==> src/pkg/rrc_map.vh <==
`ifndef RRC_MAP_VH
`define RRC_MAP_VH
// register indices; byte address is four times the index
`define RRC_IDX_STATE   6'h02
`define RRC_IDX_TXPWR   6'h05
`define RRC_IDX_RSSI    6'h06
`define RRC_IDX_ED      6'h07
`define RRC_IDX_CTRL2   6'h0c
`define RRC_IDX_SYN     6'h15
// reset values and field positions
`define RRC_TXPWR_RST   8'hc0
`define RRC_SYN_RST     8'h00
`define RRC_SYN_DIS_BIT 7
`define RRC_SAFE_BIT    7
`define RRC_CRC_BIT     7
`define RRC_CMD_MSB     4
// transceiver states, read back in the state register
`define RRC_ST_OFF      5'h01
`define RRC_ST_PLL      5'h02
`define RRC_ST_RXON     5'h03
`define RRC_ST_AACK     5'h04
`define RRC_ST_ARET     5'h05
`define RRC_ST_BUSY_RX  5'h06
`define RRC_ST_BUSY_TX  5'h07
// commands written to the command field
`define RRC_CMD_TX_START 5'h01
`define RRC_CMD_RX_ON    5'h02
`define RRC_CMD_TRANSCEIVER_OFF_STATE  5'h03
`define RRC_CMD_PLL_ON   5'h04
`define RRC_CMD_AACK_ON  5'h05
`define RRC_CMD_ARET_ON  5'h06
// timing
`define RRC_CLK_NS      8
`define RRC_LT_STEP_NS  2000
`define RRC_TX_DELAY_NS 16000
`define RRC_THRES_STEP  7'd3
// bus answers
`define RRC_RESP_OKAY   2'b00
`define RRC_RESP_SLVERR 2'b10
// base chip sequence, chip 0 in bit 0, and odd-chip inversion mask
`define RRC_CHIP_SEQ0   32'h744ac39b
`define RRC_ODD_CHIPS   32'haaaaaaaa
`define RRC_LQI_SHIFT   3
`endif

==> src/rtl/rrc_core.v <==
// Operation
// basic mode: receive-on command from off or synth
// extended mode: auto-ack receive command likewise
// basic mode: rx-start and frame-end events
// link quality computed, appended to frame
// after frame update energy level, checksum bit
// frequency offset estimate corrects rest of frame
// nonzero level ignores rssi below floor+3(l-1)
// level zero receives every valid frame
// detect-disable blocks new frames, not ongoing
// detect-disable holds receive state until cleared
// protection holds frame until host reads it
// host ends frame read by raising select
// only checksum-valid frames get protected
// transmit starts by pin edge or command
// modulation begins 16 us after trigger
// amp buffer enabled first, then amplifier
// baseband reads buffer, maps bits to chips
// tx power register: lead times, power level
// sensitivity register layout, all reset zero
// buffer lead time 0,2,4,6 us
// amplifier lead time 2,4,6,8 us
// transmit pin synchronised, one edge per start
// reserved sensitivity bits read zero
`timescale 1ns/1ps
`include "rrc_map.vh"
module rrc_core
#(
  parameter AW = 8 // bus address width
)
(
  input  wire          core_clk,           // 125 MHz clock
  input  wire          rst_b,              // sync reset, active low
  input  wire          ce,                 // clock enable
  input  wire [AW-1:0] s_axi_awaddr,       // write address
  input  wire          s_axi_awvalid,      // write address valid
  output reg           s_axi_awready,      // write address ready
  input  wire [31:0]   s_axi_wdata,        // write data
  input  wire [3:0]    s_axi_wstrb,        // byte enables
  input  wire          s_axi_wvalid,       // write data valid
  output reg           s_axi_wready,       // write data ready
  output reg  [1:0]    s_axi_bresp,        // write response
  output reg           s_axi_bvalid,       // write response valid
  input  wire          s_axi_bready,       // write response ready
  input  wire [AW-1:0] s_axi_araddr,       // read address
  input  wire          s_axi_arvalid,      // read address valid
  output reg           s_axi_arready,      // read address ready
  output reg  [31:0]   s_axi_rdata,        // read data
  output reg  [1:0]    s_axi_rresp,        // read response
  output reg           s_axi_rvalid,       // read data valid
  input  wire          s_axi_rready,       // read data ready
  input  wire          sleep_transmit_pin, // transmit trigger pin
  input  wire          spi_sel_b,          // host chip select pin
  input  wire          spi_frame_rd,       // frame read mode active
  input  wire          rx_sync_det,        // sync header seen
  input  wire [6:0]    rx_rssi,            // dB above rssi floor
  input  wire [7:0]    rx_freq_est,        // offset estimate
  input  wire          rx_sym_valid,       // symbol decoded
  input  wire [7:0]    rx_sym_corr,        // symbol correlation
  input  wire          rx_done,            // frame received
  input  wire          rx_crc_ok,          // checksum good
  input  wire [7:0]    rx_ed,              // energy measured
  input  wire [7:0]    fb_rd_data,         // buffer read data
  input  wire          tx_chip_tick,       // chip period strobe
  output reg           rx_demod_en,        // demodulator running
  output reg  [7:0]    rx_freq_corr,       // correction applied
  output reg           rx_start_irq,       // rx start pulse
  output reg           frame_end_irq,      // frame end pulse
  output reg           lqi_wr,             // append quality byte
  output reg  [7:0]    lqi_data,           // quality byte
  output reg           rx_protected,       // buffer held
  output wire          fb_rd_en,           // buffer read strobe
  output wire [6:0]    fb_rd_addr,         // buffer read address
  output wire          tx_chip,            // chip out
  output wire          tx_chip_valid,      // chip out valid
  output reg           amp_buf_en,         // amplifier buffer on
  output reg           amp_en,             // amplifier on
  output reg           tx_mod_start,       // modulation start pulse
  output reg  [3:0]    output_power        // power level to amp
);
  localparam ST_OFF     = `RRC_ST_OFF;
  localparam ST_PLL     = `RRC_ST_PLL;
  localparam ST_RXON    = `RRC_ST_RXON;
  localparam ST_AACK    = `RRC_ST_AACK;
  localparam ST_ARET    = `RRC_ST_ARET;
  localparam ST_BUSY_RX = `RRC_ST_BUSY_RX;
  localparam ST_BUSY_TX = `RRC_ST_BUSY_TX;
  localparam integer STEP_CYC = `RRC_LT_STEP_NS / `RRC_CLK_NS;
  localparam integer DLY_CYC  = `RRC_TX_DELAY_NS / `RRC_CLK_NS;
  localparam [10:0] STEP11 = STEP_CYC[10:0];
  localparam [10:0] DLY11  = DLY_CYC[10:0];
  localparam [7:0]  SYN_RST = `RRC_SYN_RST;

  reg  [7:0]  tx_power_ramp_control;
  reg         preamble_detect_disable;
  reg  [3:0]  sensitivity_threshold_level;
  reg         rx_safe;
  reg  [7:0]  energy_level;
  reg         crc_valid;
  reg  [6:0]  rssi_last;
  reg  [4:0]  state;
  reg         ext;
  reg         cmd_v;
  reg  [4:0]  cmd;
  reg  [10:0] tx_cnt;
  reg         pin_s1, pin_s2, pin_s3;
  reg         sel_s1, sel_s2, sel_s3;
  reg         rd_seen;
  reg         aw_hold, w_hold;
  reg  [5:0]  aw_idx;
  reg  [7:0]  w_byte;
  reg         w_lane;
  reg  [31:0] rd_word;
  wire        map_done;
  wire [7:0]  lqi_val;
  wire        pin_rise = pin_s2 & ~pin_s3;
  wire        sel_rise = sel_s2 & ~sel_s3;
  wire        idle = (state != ST_BUSY_RX) && (state != ST_BUSY_TX);
  wire [1:0]  buf_lt = tx_power_ramp_control[7:6];
  wire [1:0]  amp_lead_time  = tx_power_ramp_control[5:4];
  // frames below this many dB above the floor are dropped
  wire [6:0]  thres = {3'b000, sensitivity_threshold_level - 4'h1}
                      * `RRC_THRES_STEP;
  wire        lvl_ok = (sensitivity_threshold_level == 4'h0)
                       || (rx_rssi >= thres);
  wire        rx_ok = rx_sync_det && !preamble_detect_disable
                      && !rx_protected && lvl_ok;
  wire        tx_trig = (state == ST_PLL || state == ST_ARET)
                        && (pin_rise || (cmd_v
                        && cmd == `RRC_CMD_TX_START));
  wire [10:0] pa_on  = DLY11 - lead_cyc({1'b0, amp_lead_time} + 3'd1);
  wire [10:0] buf_on = pa_on - lead_cyc({1'b0, buf_lt});
  wire        do_wr  = aw_hold && w_hold && !s_axi_bvalid;
  wire [5:0]  ar_idx = s_axi_araddr[7:2];

  // lead time in cycles for a count of 2 us steps
  function [10:0] lead_cyc;
    input [2:0] n;
    begin
      lead_cyc = STEP11 * {8'h00, n};
    end
  endfunction

  // which word indices answer on the bus
  function idx_ok;
    input [5:0] i;
    begin
      idx_ok = (i == `RRC_IDX_STATE) || (i == `RRC_IDX_TXPWR) ||
               (i == `RRC_IDX_RSSI)  || (i == `RRC_IDX_ED)    ||
               (i == `RRC_IDX_CTRL2) || (i == `RRC_IDX_SYN);
    end
  endfunction

  rrc_lqi u_lqi
  (
    .core_clk  (core_clk),
    .rst_b     (rst_b),
    .ce        (ce),
    .clr       (rx_ok & ~rx_demod_en),
    .sym_valid (rx_sym_valid & rx_demod_en),
    .sym_corr  (rx_sym_corr),
    .lqi       (lqi_val)
  );

  rrc_tx_mapper u_map
  (
    .core_clk   (core_clk),
    .rst_b      (rst_b),
    .ce         (ce),
    .start      (tx_mod_start),
    .chip_tick  (tx_chip_tick),
    .fb_rd_data (fb_rd_data),
    .fb_rd_en   (fb_rd_en),
    .fb_rd_addr (fb_rd_addr),
    .chip       (tx_chip),
    .chip_valid (tx_chip_valid),
    .done       (map_done)
  );

  // two flops on each pin before any logic looks at it
  always @(posedge core_clk)
  begin
    if (!rst_b)
    begin
      {pin_s1, pin_s2, pin_s3} <= 3'b000;
      {sel_s1, sel_s2, sel_s3} <= 3'b111;
    end
    else if (ce)
    begin
      {pin_s1, pin_s2, pin_s3} <= {sleep_transmit_pin, pin_s1, pin_s2};
      {sel_s1, sel_s2, sel_s3} <= {spi_sel_b, sel_s1, sel_s2};
    end
  end

  // read mux; reserved bits and unmapped words read zero
  always @*
  begin
    rd_word = 32'h0000_0000;
    case (ar_idx)
      `RRC_IDX_STATE: rd_word[4:0] = state;
      `RRC_IDX_TXPWR: rd_word[7:0] = tx_power_ramp_control;
      `RRC_IDX_RSSI:  rd_word[7:0] = {crc_valid, rssi_last};
      `RRC_IDX_ED:    rd_word[7:0] = energy_level;
      `RRC_IDX_CTRL2: rd_word[`RRC_SAFE_BIT] = rx_safe;
      `RRC_IDX_SYN:   rd_word[7:0] = {preamble_detect_disable, 3'b000,
                                      sensitivity_threshold_level};
      default:        rd_word = 32'h0000_0000;
    endcase
  end

  // bus slave: address and data taken in either order, one each
  always @(posedge core_clk)
  begin
    if (!rst_b)
    begin
      s_axi_awready <= 1'b1;
      s_axi_wready  <= 1'b1;
      s_axi_bvalid  <= 1'b0;
      s_axi_bresp   <= `RRC_RESP_OKAY;
      s_axi_arready <= 1'b1;
      s_axi_rvalid  <= 1'b0;
      s_axi_rresp   <= `RRC_RESP_OKAY;
      s_axi_rdata   <= 32'h0000_0000;
      aw_hold <= 1'b0;
      w_hold  <= 1'b0;
      aw_idx  <= 6'h00;
      w_byte  <= 8'h00;
      w_lane  <= 1'b0;
    end
    else if (ce)
    begin
      if (s_axi_awvalid && s_axi_awready)
      begin
        aw_idx <= s_axi_awaddr[7:2];
        aw_hold <= 1'b1;
        s_axi_awready <= 1'b0;
      end
      if (s_axi_wvalid && s_axi_wready)
      begin
        w_byte <= s_axi_wdata[7:0];
        w_lane <= s_axi_wstrb[0];
        w_hold <= 1'b1;
        s_axi_wready <= 1'b0;
      end
      if (do_wr)
      begin
        aw_hold <= 1'b0;
        w_hold <= 1'b0;
        s_axi_bvalid <= 1'b1;
        s_axi_bresp <= idx_ok(aw_idx) ? `RRC_RESP_OKAY
                                      : `RRC_RESP_SLVERR;
      end
      if (s_axi_bvalid && s_axi_bready)
      begin
        s_axi_bvalid <= 1'b0;
        s_axi_awready <= 1'b1;
        s_axi_wready <= 1'b1;
      end
      if (s_axi_arvalid && s_axi_arready)
      begin
        s_axi_arready <= 1'b0;
        s_axi_rvalid <= 1'b1;
        s_axi_rdata <= rd_word;
        s_axi_rresp <= idx_ok(ar_idx) ? `RRC_RESP_OKAY
                                      : `RRC_RESP_SLVERR;
      end
      if (s_axi_rvalid && s_axi_rready)
      begin
        s_axi_rvalid <= 1'b0;
        s_axi_arready <= 1'b1;
      end
    end
  end

  // software registers; a command write becomes a one-cycle request
  always @(posedge core_clk)
  begin
    if (!rst_b)
    begin
      tx_power_ramp_control <= `RRC_TXPWR_RST;
      {preamble_detect_disable, sensitivity_threshold_level} <=
        {SYN_RST[`RRC_SYN_DIS_BIT], SYN_RST[3:0]};
      rx_safe <= 1'b0;
      cmd_v <= 1'b0;
      cmd <= 5'h00;
      output_power <= 4'h0;
    end
    else if (ce)
    begin
      cmd_v <= 1'b0;
      output_power <= tx_power_ramp_control[3:0];
      if (do_wr && w_lane)
      begin
        case (aw_idx)
          `RRC_IDX_STATE:
          begin
            cmd_v <= 1'b1;
            cmd <= w_byte[`RRC_CMD_MSB:0];
          end
          `RRC_IDX_TXPWR: tx_power_ramp_control <= w_byte;
          `RRC_IDX_CTRL2: rx_safe <= w_byte[`RRC_SAFE_BIT];
          `RRC_IDX_SYN:
          begin
            // bits 6:4 are not stored, so writes there vanish
            preamble_detect_disable <= w_byte[`RRC_SYN_DIS_BIT];
            sensitivity_threshold_level <= w_byte[3:0];
          end
          default: cmd_v <= 1'b0;
        endcase
      end
    end
  end

  // buffer protection: set by a good frame, freed when the host
  // has read it and raised select; a set in the same cycle wins
  always @(posedge core_clk)
  begin
    if (!rst_b)
    begin
      rx_protected <= 1'b0;
      rd_seen <= 1'b0;
    end
    else if (ce)
    begin
      if (state == ST_BUSY_RX && rx_done && rx_safe && rx_crc_ok)
      begin
        rx_protected <= 1'b1;
        rd_seen <= 1'b0;
      end
      else if (rd_seen && sel_rise)
      begin
        rx_protected <= 1'b0;
        rd_seen <= 1'b0;
      end
      else if (rx_protected && spi_frame_rd && !sel_s2)
        rd_seen <= 1'b1;
    end
  end

  // transceiver state machine
  always @(posedge core_clk)
  begin
    if (!rst_b)
    begin
      state <= ST_OFF;
      ext <= 1'b0;
      tx_cnt <= 11'h000;
      rx_demod_en <= 1'b0;
      rx_freq_corr <= 8'h00;
      rx_start_irq <= 1'b0;
      frame_end_irq <= 1'b0;
      lqi_wr <= 1'b0;
      lqi_data <= 8'h00;
      energy_level <= 8'h00;
      crc_valid <= 1'b0;
      rssi_last <= 7'h00;
      amp_buf_en <= 1'b0;
      amp_en <= 1'b0;
      tx_mod_start <= 1'b0;
    end
    else if (ce)
    begin
      rx_start_irq <= 1'b0;
      frame_end_irq <= 1'b0;
      lqi_wr <= 1'b0;
      tx_mod_start <= 1'b0;
      if (tx_trig)
      begin
        ext <= (state == ST_ARET);
        tx_cnt <= 11'h000;
        state <= ST_BUSY_TX;
      end
      else if ((state == ST_RXON || state == ST_AACK) && rx_ok)
      begin
        ext <= (state == ST_AACK);
        rx_start_irq <= (state == ST_RXON);
        rx_freq_corr <= rx_freq_est;
        rssi_last <= rx_rssi;
        rx_demod_en <= 1'b1;
        state <= ST_BUSY_RX;
      end
      else if (idle && cmd_v)
      begin
        case (cmd)
          `RRC_CMD_RX_ON:
            if (state == ST_OFF || state == ST_PLL)
              state <= ST_RXON;
          `RRC_CMD_AACK_ON:
            if (state == ST_OFF || state == ST_PLL)
              state <= ST_AACK;
          `RRC_CMD_PLL_ON:  state <= ST_PLL;
          `RRC_CMD_TRANSCEIVER_OFF_STATE: state <= ST_OFF;
          `RRC_CMD_ARET_ON: state <= ST_ARET;
          default:          state <= state;
        endcase
      end
      else if (state == ST_BUSY_RX && rx_done)
      begin
        rx_demod_en <= 1'b0;
        frame_end_irq <= ~ext;
        lqi_wr <= 1'b1;
        lqi_data <= lqi_val;
        energy_level <= rx_ed;
        crc_valid <= rx_crc_ok;
        state <= ext ? ST_AACK : ST_RXON;
      end
      else if (state == ST_BUSY_TX)
      begin
        if (tx_cnt != DLY11)
          tx_cnt <= tx_cnt + 11'h001;
        amp_buf_en <= (tx_cnt >= buf_on - 11'h001);
        amp_en <= (tx_cnt >= pa_on - 11'h001);
        tx_mod_start <= (tx_cnt == DLY11 - 11'h001);
        if (map_done)
        begin
          amp_buf_en <= 1'b0;
          amp_en <= 1'b0;
          frame_end_irq <= ~ext;
          state <= ext ? ST_ARET : ST_PLL;
        end
      end
    end
  end
endmodule // rrc_core

==> src/rtl/rrc_lqi.v <==
`timescale 1ns/1ps
`include "rrc_map.vh"
module rrc_lqi
(
  input  wire       core_clk,  // system clock
  input  wire       rst_b,     // sync reset, active low
  input  wire       ce,        // clock enable
  input  wire       clr,       // start of a new frame
  input  wire       sym_valid, // one symbol correlated
  input  wire [7:0] sym_corr,  // correlation of that symbol
  output reg  [7:0] lqi        // running link quality
);
  reg        seeded;
  wire [8:0] diff = {1'b0, sym_corr} - {1'b0, lqi};
  // arithmetic shift keeps the sign of the step
  wire [8:0] step = $signed(diff) >>> `RRC_LQI_SHIFT;

  // moving average over all symbols of the frame
  always @(posedge core_clk)
  begin
    if (!rst_b)
    begin
      lqi    <= 8'h00;
      seeded <= 1'b0;
    end
    else if (ce)
    begin
      if (clr)
      begin
        lqi    <= 8'h00;
        seeded <= 1'b0;
      end
      else if (sym_valid)
      begin
        seeded <= 1'b1;
        lqi    <= seeded ? lqi + step[7:0] : sym_corr;
      end
    end
  end
endmodule // rrc_lqi

==> src/rtl/rrc_tx_mapper.v <==
`timescale 1ns/1ps
`include "rrc_map.vh"
module rrc_tx_mapper
(
  input  wire       core_clk,   // system clock
  input  wire       rst_b,      // sync reset, active low
  input  wire       ce,         // clock enable
  input  wire       start,      // begin sending the buffered frame
  input  wire       chip_tick,  // one chip period elapsed
  input  wire [7:0] fb_rd_data, // buffer byte, one cycle after enable
  output reg        fb_rd_en,   // buffer read strobe
  output reg  [6:0] fb_rd_addr, // buffer read address
  output reg        chip,       // current chip
  output reg        chip_valid, // chip pulse
  output reg        done        // frame fully sent, pulse
);
  localparam M_IDLE = 2'd0;
  localparam M_REQ  = 2'd1;
  localparam M_LOAD = 2'd2;
  localparam M_SEND = 2'd3;
  reg [1:0] mst;
  reg [7:0] byte_q;
  reg [6:0] left;
  reg       first;
  reg       nib;
  reg [4:0] cidx;
  wire [3:0]  sym   = nib ? byte_q[7:4] : byte_q[3:0];
  wire [31:0] chips = chips_of(sym);

  // symbols 0..7 rotate the base sequence, 8..15 also flip odd chips
  function [31:0] chips_of;
    input [3:0] s;
    reg [63:0] r;
    begin
      r = {`RRC_CHIP_SEQ0, `RRC_CHIP_SEQ0} << {s[2:0], 2'b00};
      chips_of = s[3] ? r[63:32] ^ `RRC_ODD_CHIPS : r[63:32];
    end
  endfunction

  // fetch each byte, low nibble first, 32 chips per symbol
  always @(posedge core_clk)
  begin
    if (!rst_b)
    begin
      mst <= M_IDLE;
      fb_rd_en <= 1'b0;
      fb_rd_addr <= 7'h00;
      chip <= 1'b0;
      chip_valid <= 1'b0;
      done <= 1'b0;
      byte_q <= 8'h00;
      left <= 7'h00;
      first <= 1'b0;
      nib <= 1'b0;
      cidx <= 5'h00;
    end
    else if (ce)
    begin
      chip_valid <= 1'b0;
      done <= 1'b0;
      fb_rd_en <= 1'b0;
      case (mst)
        M_IDLE:
          if (start)
          begin
            fb_rd_addr <= 7'h00;
            first <= 1'b1;
            mst <= M_REQ;
          end
        M_REQ:
        begin
          fb_rd_en <= 1'b1;
          mst <= M_LOAD;
        end
        M_LOAD:
          if (!fb_rd_en)
          begin
            byte_q <= fb_rd_data;
            if (first)
              left <= fb_rd_data[6:0]; // length byte leads the frame
            first <= 1'b0;
            nib <= 1'b0;
            cidx <= 5'h00;
            mst <= M_SEND;
          end
        M_SEND:
          if (chip_tick)
          begin
            chip <= chips[cidx];
            chip_valid <= 1'b1;
            cidx <= cidx + 5'h01;
            if (&cidx)
            begin
              nib <= ~nib;
              if (nib && left == 7'h00)
              begin
                done <= 1'b1;
                mst <= M_IDLE;
              end
              else if (nib)
              begin
                left <= left - 7'h01;
                fb_rd_addr <= fb_rd_addr + 7'h01;
                mst <= M_REQ;
              end
            end
          end
        default:
          mst <= M_IDLE;
      endcase
    end
  end
endmodule // rrc_tx_mapper

==> config.mk <==
export PLATFORM = sky130hd
export DESIGN_NAME = rrc_core
export DESIGN_NICKNAME = d
export VERILOG_FILES = /design/src/rtl/rrc_core.v /design/src/rtl/rrc_lqi.v /design/src/rtl/rrc_tx_mapper.v
export VERILOG_INCLUDE_DIRS = /design/src /design/src/pkg
export SDC_FILE = /design/constraint.sdc
export NUM_CORES = 1
export LEC_CHECK = 0
export BUFFER_PORTS_ARGS = -buffer_cell sky130_fd_sc_hd__buf_4
export CAP_MARGIN = 40
export CORE_MARGIN = 2
export CORE_UTILIZATION = 60
export DETAILED_ROUTE_END_ITERATION = 10
export PLACE_DENSITY_LB_ADDON = 0.05
export SYNTH_ARGS = -nofsm -noshare
export SYNTH_HDL_FRONTEND = slang
export SYNTH_SLANG_ARGS = --single-unit
export TNS_END_PERCENT = 100
==> constraint.sdc <==
create_clock -name core_clk -period 7.7 [get_ports core_clk]
set_clock_uncertainty 0.15 [all_clocks]
set_input_delay 1.155 -clock core_clk [delete_from_list [all_inputs] [get_ports core_clk]]
set_output_delay 1.155 -clock core_clk [all_outputs]
set_load 0.01 [all_outputs]
=== Word-level counts from Yosys, hierarchy flattened ===
Index checks and enable logic that the tools add are counted.

* Bits in registers: 166
* Input port bits: 107
* Output and inout bits: 79
* Word-level logic and storage cells: 346

* Add/sub/neg operators: 12
* Multiply operators: 3
* Magnitude comparators: 4
* Equality and inequality tests: 47
* Shift operators: 1
* Multiplexer cells: 112
* Bitwise logic cells: 15
* Reductions and logical operators: 96

{| class="wikitable"
|+ Operators by type and width
! operator !! number
|-
| two-way mux 7 bit || 11
|-
| two-way mux 11 bit || 6
|-
| left shift 63 x 5 -> 64 bit (first input constant) || 1
|-
| two-way mux 1 bit || 59
|-
| two-way mux 5 bit || 10
|-
| one-hot mux 5 bit (5 select lines) || 2
|-
| == test 6 x 3 -> 1 bit (second input constant) || 6
|-
| == test 5 x 3 -> 1 bit (second input constant) || 7
|-
| two-way mux 32 bit || 1
|-
| nonzero test 2 bit || 15
|-
| one-hot mux 7 bit (2 select lines) || 2
|-
| AND reduction 2 bit || 14
|-
| two-way mux 8 bit || 3
|-
| AND reduction 6 bit || 4
|-
| logical AND 1 bit || 23
|-
| >= comparator 11 bit || 2
|-
| subtractor 11 x 1 -> 11 bit (second input constant) || 2
|-
| AND reduction 3 bit || 7
|-
| == test 5 x 2 -> 1 bit (second input constant) || 4
|-
| two-way mux 2 bit || 8
|-
| != test 2 bit (second input constant) || 8
|-
| inverter 16 bit || 1
|-
| logical OR 1 bit || 15
|-
| AND reduction 5 bit || 3
|-
| other kinds (47) || 76
|}

=== Logic depth before layout (Yosys ltp) ===
* Depth in word-level cells: 8
* Gate-level depth with buffers: 20
* Gate-level depth less buffers: 19

=== Hierarchy ===
From an unflattened synthesis, not the netlist that was laid out.

* Cells, all modules: 1230
* Area, all modules: 10354.9 um^2

{| class="wikitable"
|+ By module, submodules not included
! module !! times used !! cells an instance !! area each (um^2) !! sequential area each (um^2)
|-
| rrc_core || 1 || 776 || 6730.2 || 2362.3
|-
| rrc_tx_mapper || 1 || 333 || 2616.3 || 700.7
|-
| rrc_lqi || 1 || 121 || 1008.5 || 180.2
|}

=== Worst setup path before layout ===
Ideal clock, no wire load.

* Path type: flip-flop to flip-flop
* Start: register tx_power_ramp_control[4]
* End: register amp_buf_en
* Library setup time: 0.129 ns
* Arrival: 4.148 ns
* Required time: 7.421 ns
* Path slack: 3.273 ns
* Stages on the path, launching flop included: 19
* Buffers on the path: 1
* Period minus slack after synthesis: 4.427 ns
* Cells stage by stage: dfxtp_1 clkbuf_1 inv_1 ha_1 xor2_1 inv_1 ha_1 fa_1 o21ai_0 xor2_1 ha_1 a21oi_1 o21ai_0 a21o_1 a21oi_1 xor2_1 ha_1 a2111oi_0 o21ai_0

* Cells in the longest elaborated chain, start to end: 7

{| class="wikitable"
|+ Ends and longest elaborated chain
! what !! RTL line !! source
|-
| from (decl) || rrc_core.v:94 || <nowiki>reg [7:0] tx_power_ramp_control;</nowiki>
|-
| from (signal assigned) || rrc_core.v:280 || <nowiki>tx_power_ramp_control <= `RRC_TXPWR_RST;</nowiki>
|-
| from (signal assigned) || rrc_core.v:300 || <nowiki>`RRC_IDX_TXPWR: tx_power_ramp_control <= w_byte;</nowiki>
|-
| adder 2 x 1 -> 3 bit || rrc_core.v:131 || <nowiki>wire [10:0] pa_on = DLY11 - lead_cyc({1'b0, amp_lead_time} + 3'd1);</nowiki>
|-
| multiplier 7 x 3 -> 10 bit || rrc_core.v:140 || <nowiki>lead_cyc = STEP11 * {8'h00, n};</nowiki>
|-
| subtractor 11 bit || rrc_core.v:131 ||
|-
| subtractor 11 x 10 -> 11 bit || rrc_core.v:132 || <nowiki>wire [10:0] buf_on = pa_on - lead_cyc({1'b0, buf_lt});</nowiki>
|-
| subtractor 11 x 1 -> 11 bit || rrc_core.v:411 || <nowiki>amp_buf_en <= (tx_cnt >= buf_on - 11'h001);</nowiki>
|-
| >= comparator 11 bit || rrc_core.v:411 ||
|-
| two-way mux 1 bit || rrc_core.v:414 || <nowiki>if (map_done)</nowiki>
|-
| to (signal assigned) || rrc_core.v:411 ||
|-
| to (decl) || rrc_core.v:76 || <nowiki>output reg amp_buf_en,</nowiki>
|}

No other way between the ends.
A chain may end at the register's enable or synchronous reset.

=== Final worst setup path ===
Ends and elaborated chain as after synthesis.

==> impl_metrics.prom <==
# TYPE chip_impl_metric gauge
chip_impl_metric{name="drc_errors",unit=""} 0
chip_impl_metric{name="layout.core_utilization",unit="%"} 70.66
chip_impl_metric{name="core_area",unit="mm²"} 0.01664
chip_impl_metric{name="cp.depth",unit=""} 17
chip_impl_metric{name="placed_area",unit="mm²"} 0.01117
chip_impl_metric{name="cap_violations",unit=""} 0
chip_impl_metric{name="first_global_vias",unit=""} 8050
chip_impl_metric{name="yosysTopAreaCellShare",unit="%"} 31.69
chip_impl_info{name="endpoint_type_of_the_worst_setup_path",value="flop"} 1
chip_impl_metric{name="globalRouteOverflowTotal",unit=""} 0
chip_impl_metric{name="start_util",unit="%"} 61.48
chip_impl_info{name="critPathLaunchType",value="flop"} 1
chip_impl_metric{name="cts-buffers-inserted",unit=""} 17
chip_impl_metric{name="totalNegativeSetupSlack",unit="ns"} 0
chip_impl_metric{name="synth_enable_flop_cells",unit=""} 0
chip_impl_info{name="crit_path_cell_trace",value="inv_1, ha_1, xor2_1, inv_1, ha_1, fa_1, o21ai_0, xor2_1, ha_1, a21oi_1, o21ai_0, a21o_1, a21oi_1, xor2_1, ha_1, a2111oi_0, o21ai_0"} 1
chip_impl_metric{name="timing.critical_path.fanout_max",unit=""} 13
chip_impl_metric{name="cts.sinks",unit=""} 162
chip_impl_metric{name="slew_headroom",unit="%"} 42.68
chip_impl_info{name="cpMaxStageDelayCell",value="sky130_fd_sc_hd__dfxtp_1"} 1
chip_impl_metric{name="area_growth",unit="%"} 14.93
chip_impl_metric{name="critPathArrivalTime",unit="ns"} 5.15
chip_impl_metric{name="cts_hold_buffers_added",unit=""} 0
chip_impl_metric{name="globalplace.congestion",unit=""} 0.8718
chip_impl_metric{name="distinct_cell_type_count_of_the_synthesized_netlist",unit=""} 79
chip_impl_metric{name="die_width",unit="µm"} 134.6
chip_impl_metric{name="postSynthAreaPerCell",unit="µm²"} 8.563
chip_impl_info{name="synth_largest_area_cell",value="sky130_fd_sc_hd__dfxtp_1"} 1
chip_impl_metric{name="worstMarginPinSlew",unit="ns"} 0.8577
chip_impl_metric{name="fmaxAchievable",unit="MHz"} 200.6
chip_impl_metric{name="fin_area",unit="mm²"} 0.01176
chip_impl_metric{name="fraction_of_layout_cells_with_a_size_suffix_above_1",unit="%"} 14.25
chip_impl_metric{name="p_leak",unit="nW"} 5.118
chip_impl_info{name="outcome",value="finished clean"} 1
chip_impl_metric{name="yosys_warnings",unit=""} 0
chip_impl_metric{name="mapped_cells",unit=""} 1195
chip_impl_metric{name="post_cts_setup_buffers",unit=""} 0
chip_impl_info{name="timing.hold.worst.class",value="flop to flop"} 1
chip_impl_metric{name="num_ports",unit=""} 186
chip_impl_metric{name="synth.cell_area",unit="mm²"} 0.01023
chip_impl_info{name="worst-setup-path-type",value="flop to flop"} 1
chip_impl_metric{name="grt_first_pass_wirelength",unit="µm"} 39250
chip_impl_info{name="largest_register",value="tx_cnt"} 1
chip_impl_metric{name="power.density_cell_area",unit="mW/mm²"} 155.8
chip_impl_metric{name="share_of_the_yosys_chip_area_belonging_to_registers",unit="%"} 31.69
chip_impl_metric{name="ys_async_sr_fraction",unit="%"} 0
chip_impl_metric{name="min_delay_path_depth",unit=""} 2
chip_impl_metric{name="drt_pass1_iterations",unit=""} 5
chip_impl_metric{name="avgViaCountPerCell",unit=""} 5.599
chip_impl_metric{name="chipHeight",unit="µm"} 134.6
chip_impl_info{name="synth_area_leaders",value="sky130_fd_sc_hd__dfxtp_1, sky130_fd_sc_hd__ha_1, sky130_fd_sc_hd__mux2i_1, sky130_fd_sc_hd__nor2b_1, sky130_fd_sc_hd__nand2_1"} 1
chip_impl_metric{name="buffer_ports.inserted",unit=""} 128
chip_impl_info{name="path_common_cell",value="sky130_fd_sc_hd__ha_1"} 1
chip_impl_info{name="rsz_0062_raised_after_global_routing",value="no"} 1
chip_impl_metric{name="synthesis_stage_register_bit_count",unit=""} 162
chip_impl_metric{name="data_required_time_of_the_worst_path",unit="ns"} 7.86
chip_impl_info{name="cts-root-buf",value="sky130_fd_sc_hd__clkbuf_16"} 1
chip_impl_info{name="synthFlopType",value="sky130_fd_sc_hd__dfxtp_1"} 1
chip_impl_info{name="cts_tree",value="built"} 1
chip_impl_metric{name="max_reg_flops",unit=""} 11
chip_impl_metric{name="post_cts_resized",unit=""} 0
chip_impl_info{name="cpLargestDelayFamily",value="adder cells"} 1
chip_impl_metric{name="slowest_delay",unit="ns"} 0.65
chip_impl_metric{name="clkLatencyLatePin",unit="ns"} 0.44
chip_impl_metric{name="final_critical_delay_including_setup_and_external_delays",unit="ns"} 4.985
chip_impl_metric{name="floorplan.die_area",unit="mm²"} 0.01811
chip_impl_metric{name="drtIter0Drc",unit=""} 518
chip_impl_metric{name="timing.final.max_slew_violations",unit=""} 0
chip_impl_metric{name="antenna_cells",unit=""} 0
chip_impl_metric{name="postLayoutSetupSlackWorst",unit="ns"} 2.715
chip_impl_metric{name="hpwl",unit="µm"} 17220
chip_impl_metric{name="route.final.wire_length",unit="µm"} 23770
chip_impl_metric{name="post_drt_wl_per_cell",unit="µm"} 15.59
chip_impl_metric{name="antenna_violating_nets_post_route",unit=""} 0
chip_impl_metric{name="power.ir.vdd_worst",unit="V"} 0.0001762
chip_impl_metric{name="groute.usage.overall",unit="%"} 26.62
chip_impl_metric{name="fp-row-count",unit=""} 47
chip_impl_metric{name="antenna_found_initial",unit=""} 0
chip_impl_metric{name="critPathBufInv",unit=""} 2
chip_impl_metric{name="hold_violations",unit=""} 0
chip_impl_metric{name="clkSlewWorstSetupHoldPaths",unit="ns"} 0.07
chip_impl_metric{name="dp_slack",unit="ns"} 2.775
chip_impl_metric{name="fin_nets",unit=""} 1487
chip_impl_metric{name="finalSetupViolCount",unit=""} 0
chip_impl_metric{name="cts_max_level",unit=""} 4
chip_impl_metric{name="via_count_of_the_routed_design",unit=""} 8539
chip_impl_metric{name="final.period_utilization",unit="%"} 64.74
chip_impl_metric{name="reg2regPathDepth",unit=""} 17
chip_impl_metric{name="clock_tree.buffer_depth",unit=""} 2
chip_impl_metric{name="grt_max_degree",unit=""} 82
## layout make-up
type                    instances  area [µm²]
clock buffers                  17       425.4
flip-flops and latches        162        3243
inverters                      56       210.2
clock inverters                15       161.4
well taps                     220       275.3
fillers                      1380        4882
repair buffers                136        1021
multi-input cells             919        6424
## routing by layer
metal	track usage, %	wire (µm)	up-vias	part of all wire [%]
li1	-	-	4337	-
met1	34.83	11000	4006	46
met2	45.21	11480	176	48
met3	5.443	1055	20	4.4
met4	6.491	235	0	0.99
met5	0	0	-	0
## stage by stage
stage	power, mW	cells	hold slack [ns]
detailed placement	1.007	1493	0.2978
global route	1.897	1525	0.3386
finish	1.832	1525	0.3056
CTS	1.844	1525	0.3087
global placement	1.005	1492	0.2952
floorplan	0.9593	1220	0.2809
## kinds of logic after synthesis
group | count (synthesis) | synth area share, %
flops | 162 | 31.69
fa+ha+maj | 88 | 11.13
mux | 84 | 8.437
compound gates | 269 | 17.80
other cells | 1 | 0.03665
xor+xnor | 63 | 5.466
simple gates | 389 | 18.99
buf+inv | 139 | 6.444
## path summary, 6_finish.rpt
| path | startpoint | to | slack, ns |
|---|---|---|---|
| worst max-delay path | tx_power_ramp_control[4]$_SDFFE_PN0P_ | amp_buf_en$_SDFFE_PN0P_ | 2.72 |
| worst min-delay path | aw_hold$_SDFFE_PN0P_ | aw_hold$_SDFFE_PN0P_ | 0.31 |
| worst max register to register | tx_power_ramp_control[4]$_SDFFE_PN0P_ | amp_buf_en$_SDFFE_PN0P_ | 2.72 |
| worst min register to register | aw_hold$_SDFFE_PN0P_ | aw_hold$_SDFFE_PN0P_ | 0.31 |
## report_power, final
| part | total [mW] | internal, mW | switching (mW) |
|---|---|---|---|
| clock | 0.843 | 0.435 | 0.407 |
| sequential | 0.856 | 0.847 | 0.00896 |
| combinational | 0.132 | 0.0647 | 0.0678 |
| total | 1.83 | 1.35 | 0.484 |
## worst min-delay path, cell delays in order, from the launching register on
cell and delay (ns):
sky130_fd_sc_hd__dfxtp_1 0.30, sky130_fd_sc_hd__inv_1 0.06, sky130_fd_sc_hd__a21oi_1 0.05
## cells in the final DEF, fill, tap and decap left out, drive strengths merged, types with 7 or more instances in the layout
master	count
and3	7
nand2b	10
o21ai	56
and2	7
buf	136
a211oi	7
o211a	7
nor2	70
dfxtp	162
a21boi	41
nand4	12
xor2	23
clkbuf	17
o21a	8
inv	65
a21oi	53
xnor2	40
nand2	129
mux2i	79
ha	83
conb	26
a22oi	8
o22ai	11
a21o	18
nor2b	78
nor3	16
a31oi	12
nand3	30
## synth_stat cells, types with 5 or more instances
cell type / number
sky130_fd_sc_hd__a31oi_1: 12
sky130_fd_sc_hd__and3_1: 7
sky130_fd_sc_hd__nand4_1: 12
sky130_fd_sc_hd__o21ai_1: 6
sky130_fd_sc_hd__a21oi_1: 53
sky130_fd_sc_hd__xnor2_1: 39
sky130_fd_sc_hd__and2_1: 7
sky130_fd_sc_hd__ha_1: 83
sky130_fd_sc_hd__nand3b_1: 5
sky130_fd_sc_hd__o211ai_1: 5
sky130_fd_sc_hd__o22ai_1: 11
sky130_fd_sc_hd__nor3_1: 16
sky130_fd_sc_hd__a21boi_0: 41
sky130_fd_sc_hd__fa_1: 5
sky130_fd_sc_hd__nor2_1: 69
sky130_fd_sc_hd__o21a_1: 8
sky130_fd_sc_hd__xor2_1: 23
sky130_fd_sc_hd__buf_2: 8
sky130_fd_sc_hd__mux2i_1: 78
sky130_fd_sc_hd__nand2_1: 129
sky130_fd_sc_hd__clkbuf_1: 43
sky130_fd_sc_hd__a22oi_1: 8
sky130_fd_sc_hd__buf_4: 28
sky130_fd_sc_hd__a211oi_1: 5
sky130_fd_sc_hd__nand3_1: 29
sky130_fd_sc_hd__nand2b_1: 10
sky130_fd_sc_hd__a21o_1: 18
sky130_fd_sc_hd__o211a_1: 7
sky130_fd_sc_hd__o21ai_0: 50
sky130_fd_sc_hd__nor2b_1: 78
sky130_fd_sc_hd__dfxtp_1: 162
sky130_fd_sc_hd__inv_1: 55
Power figures use the tool's default switching activity.
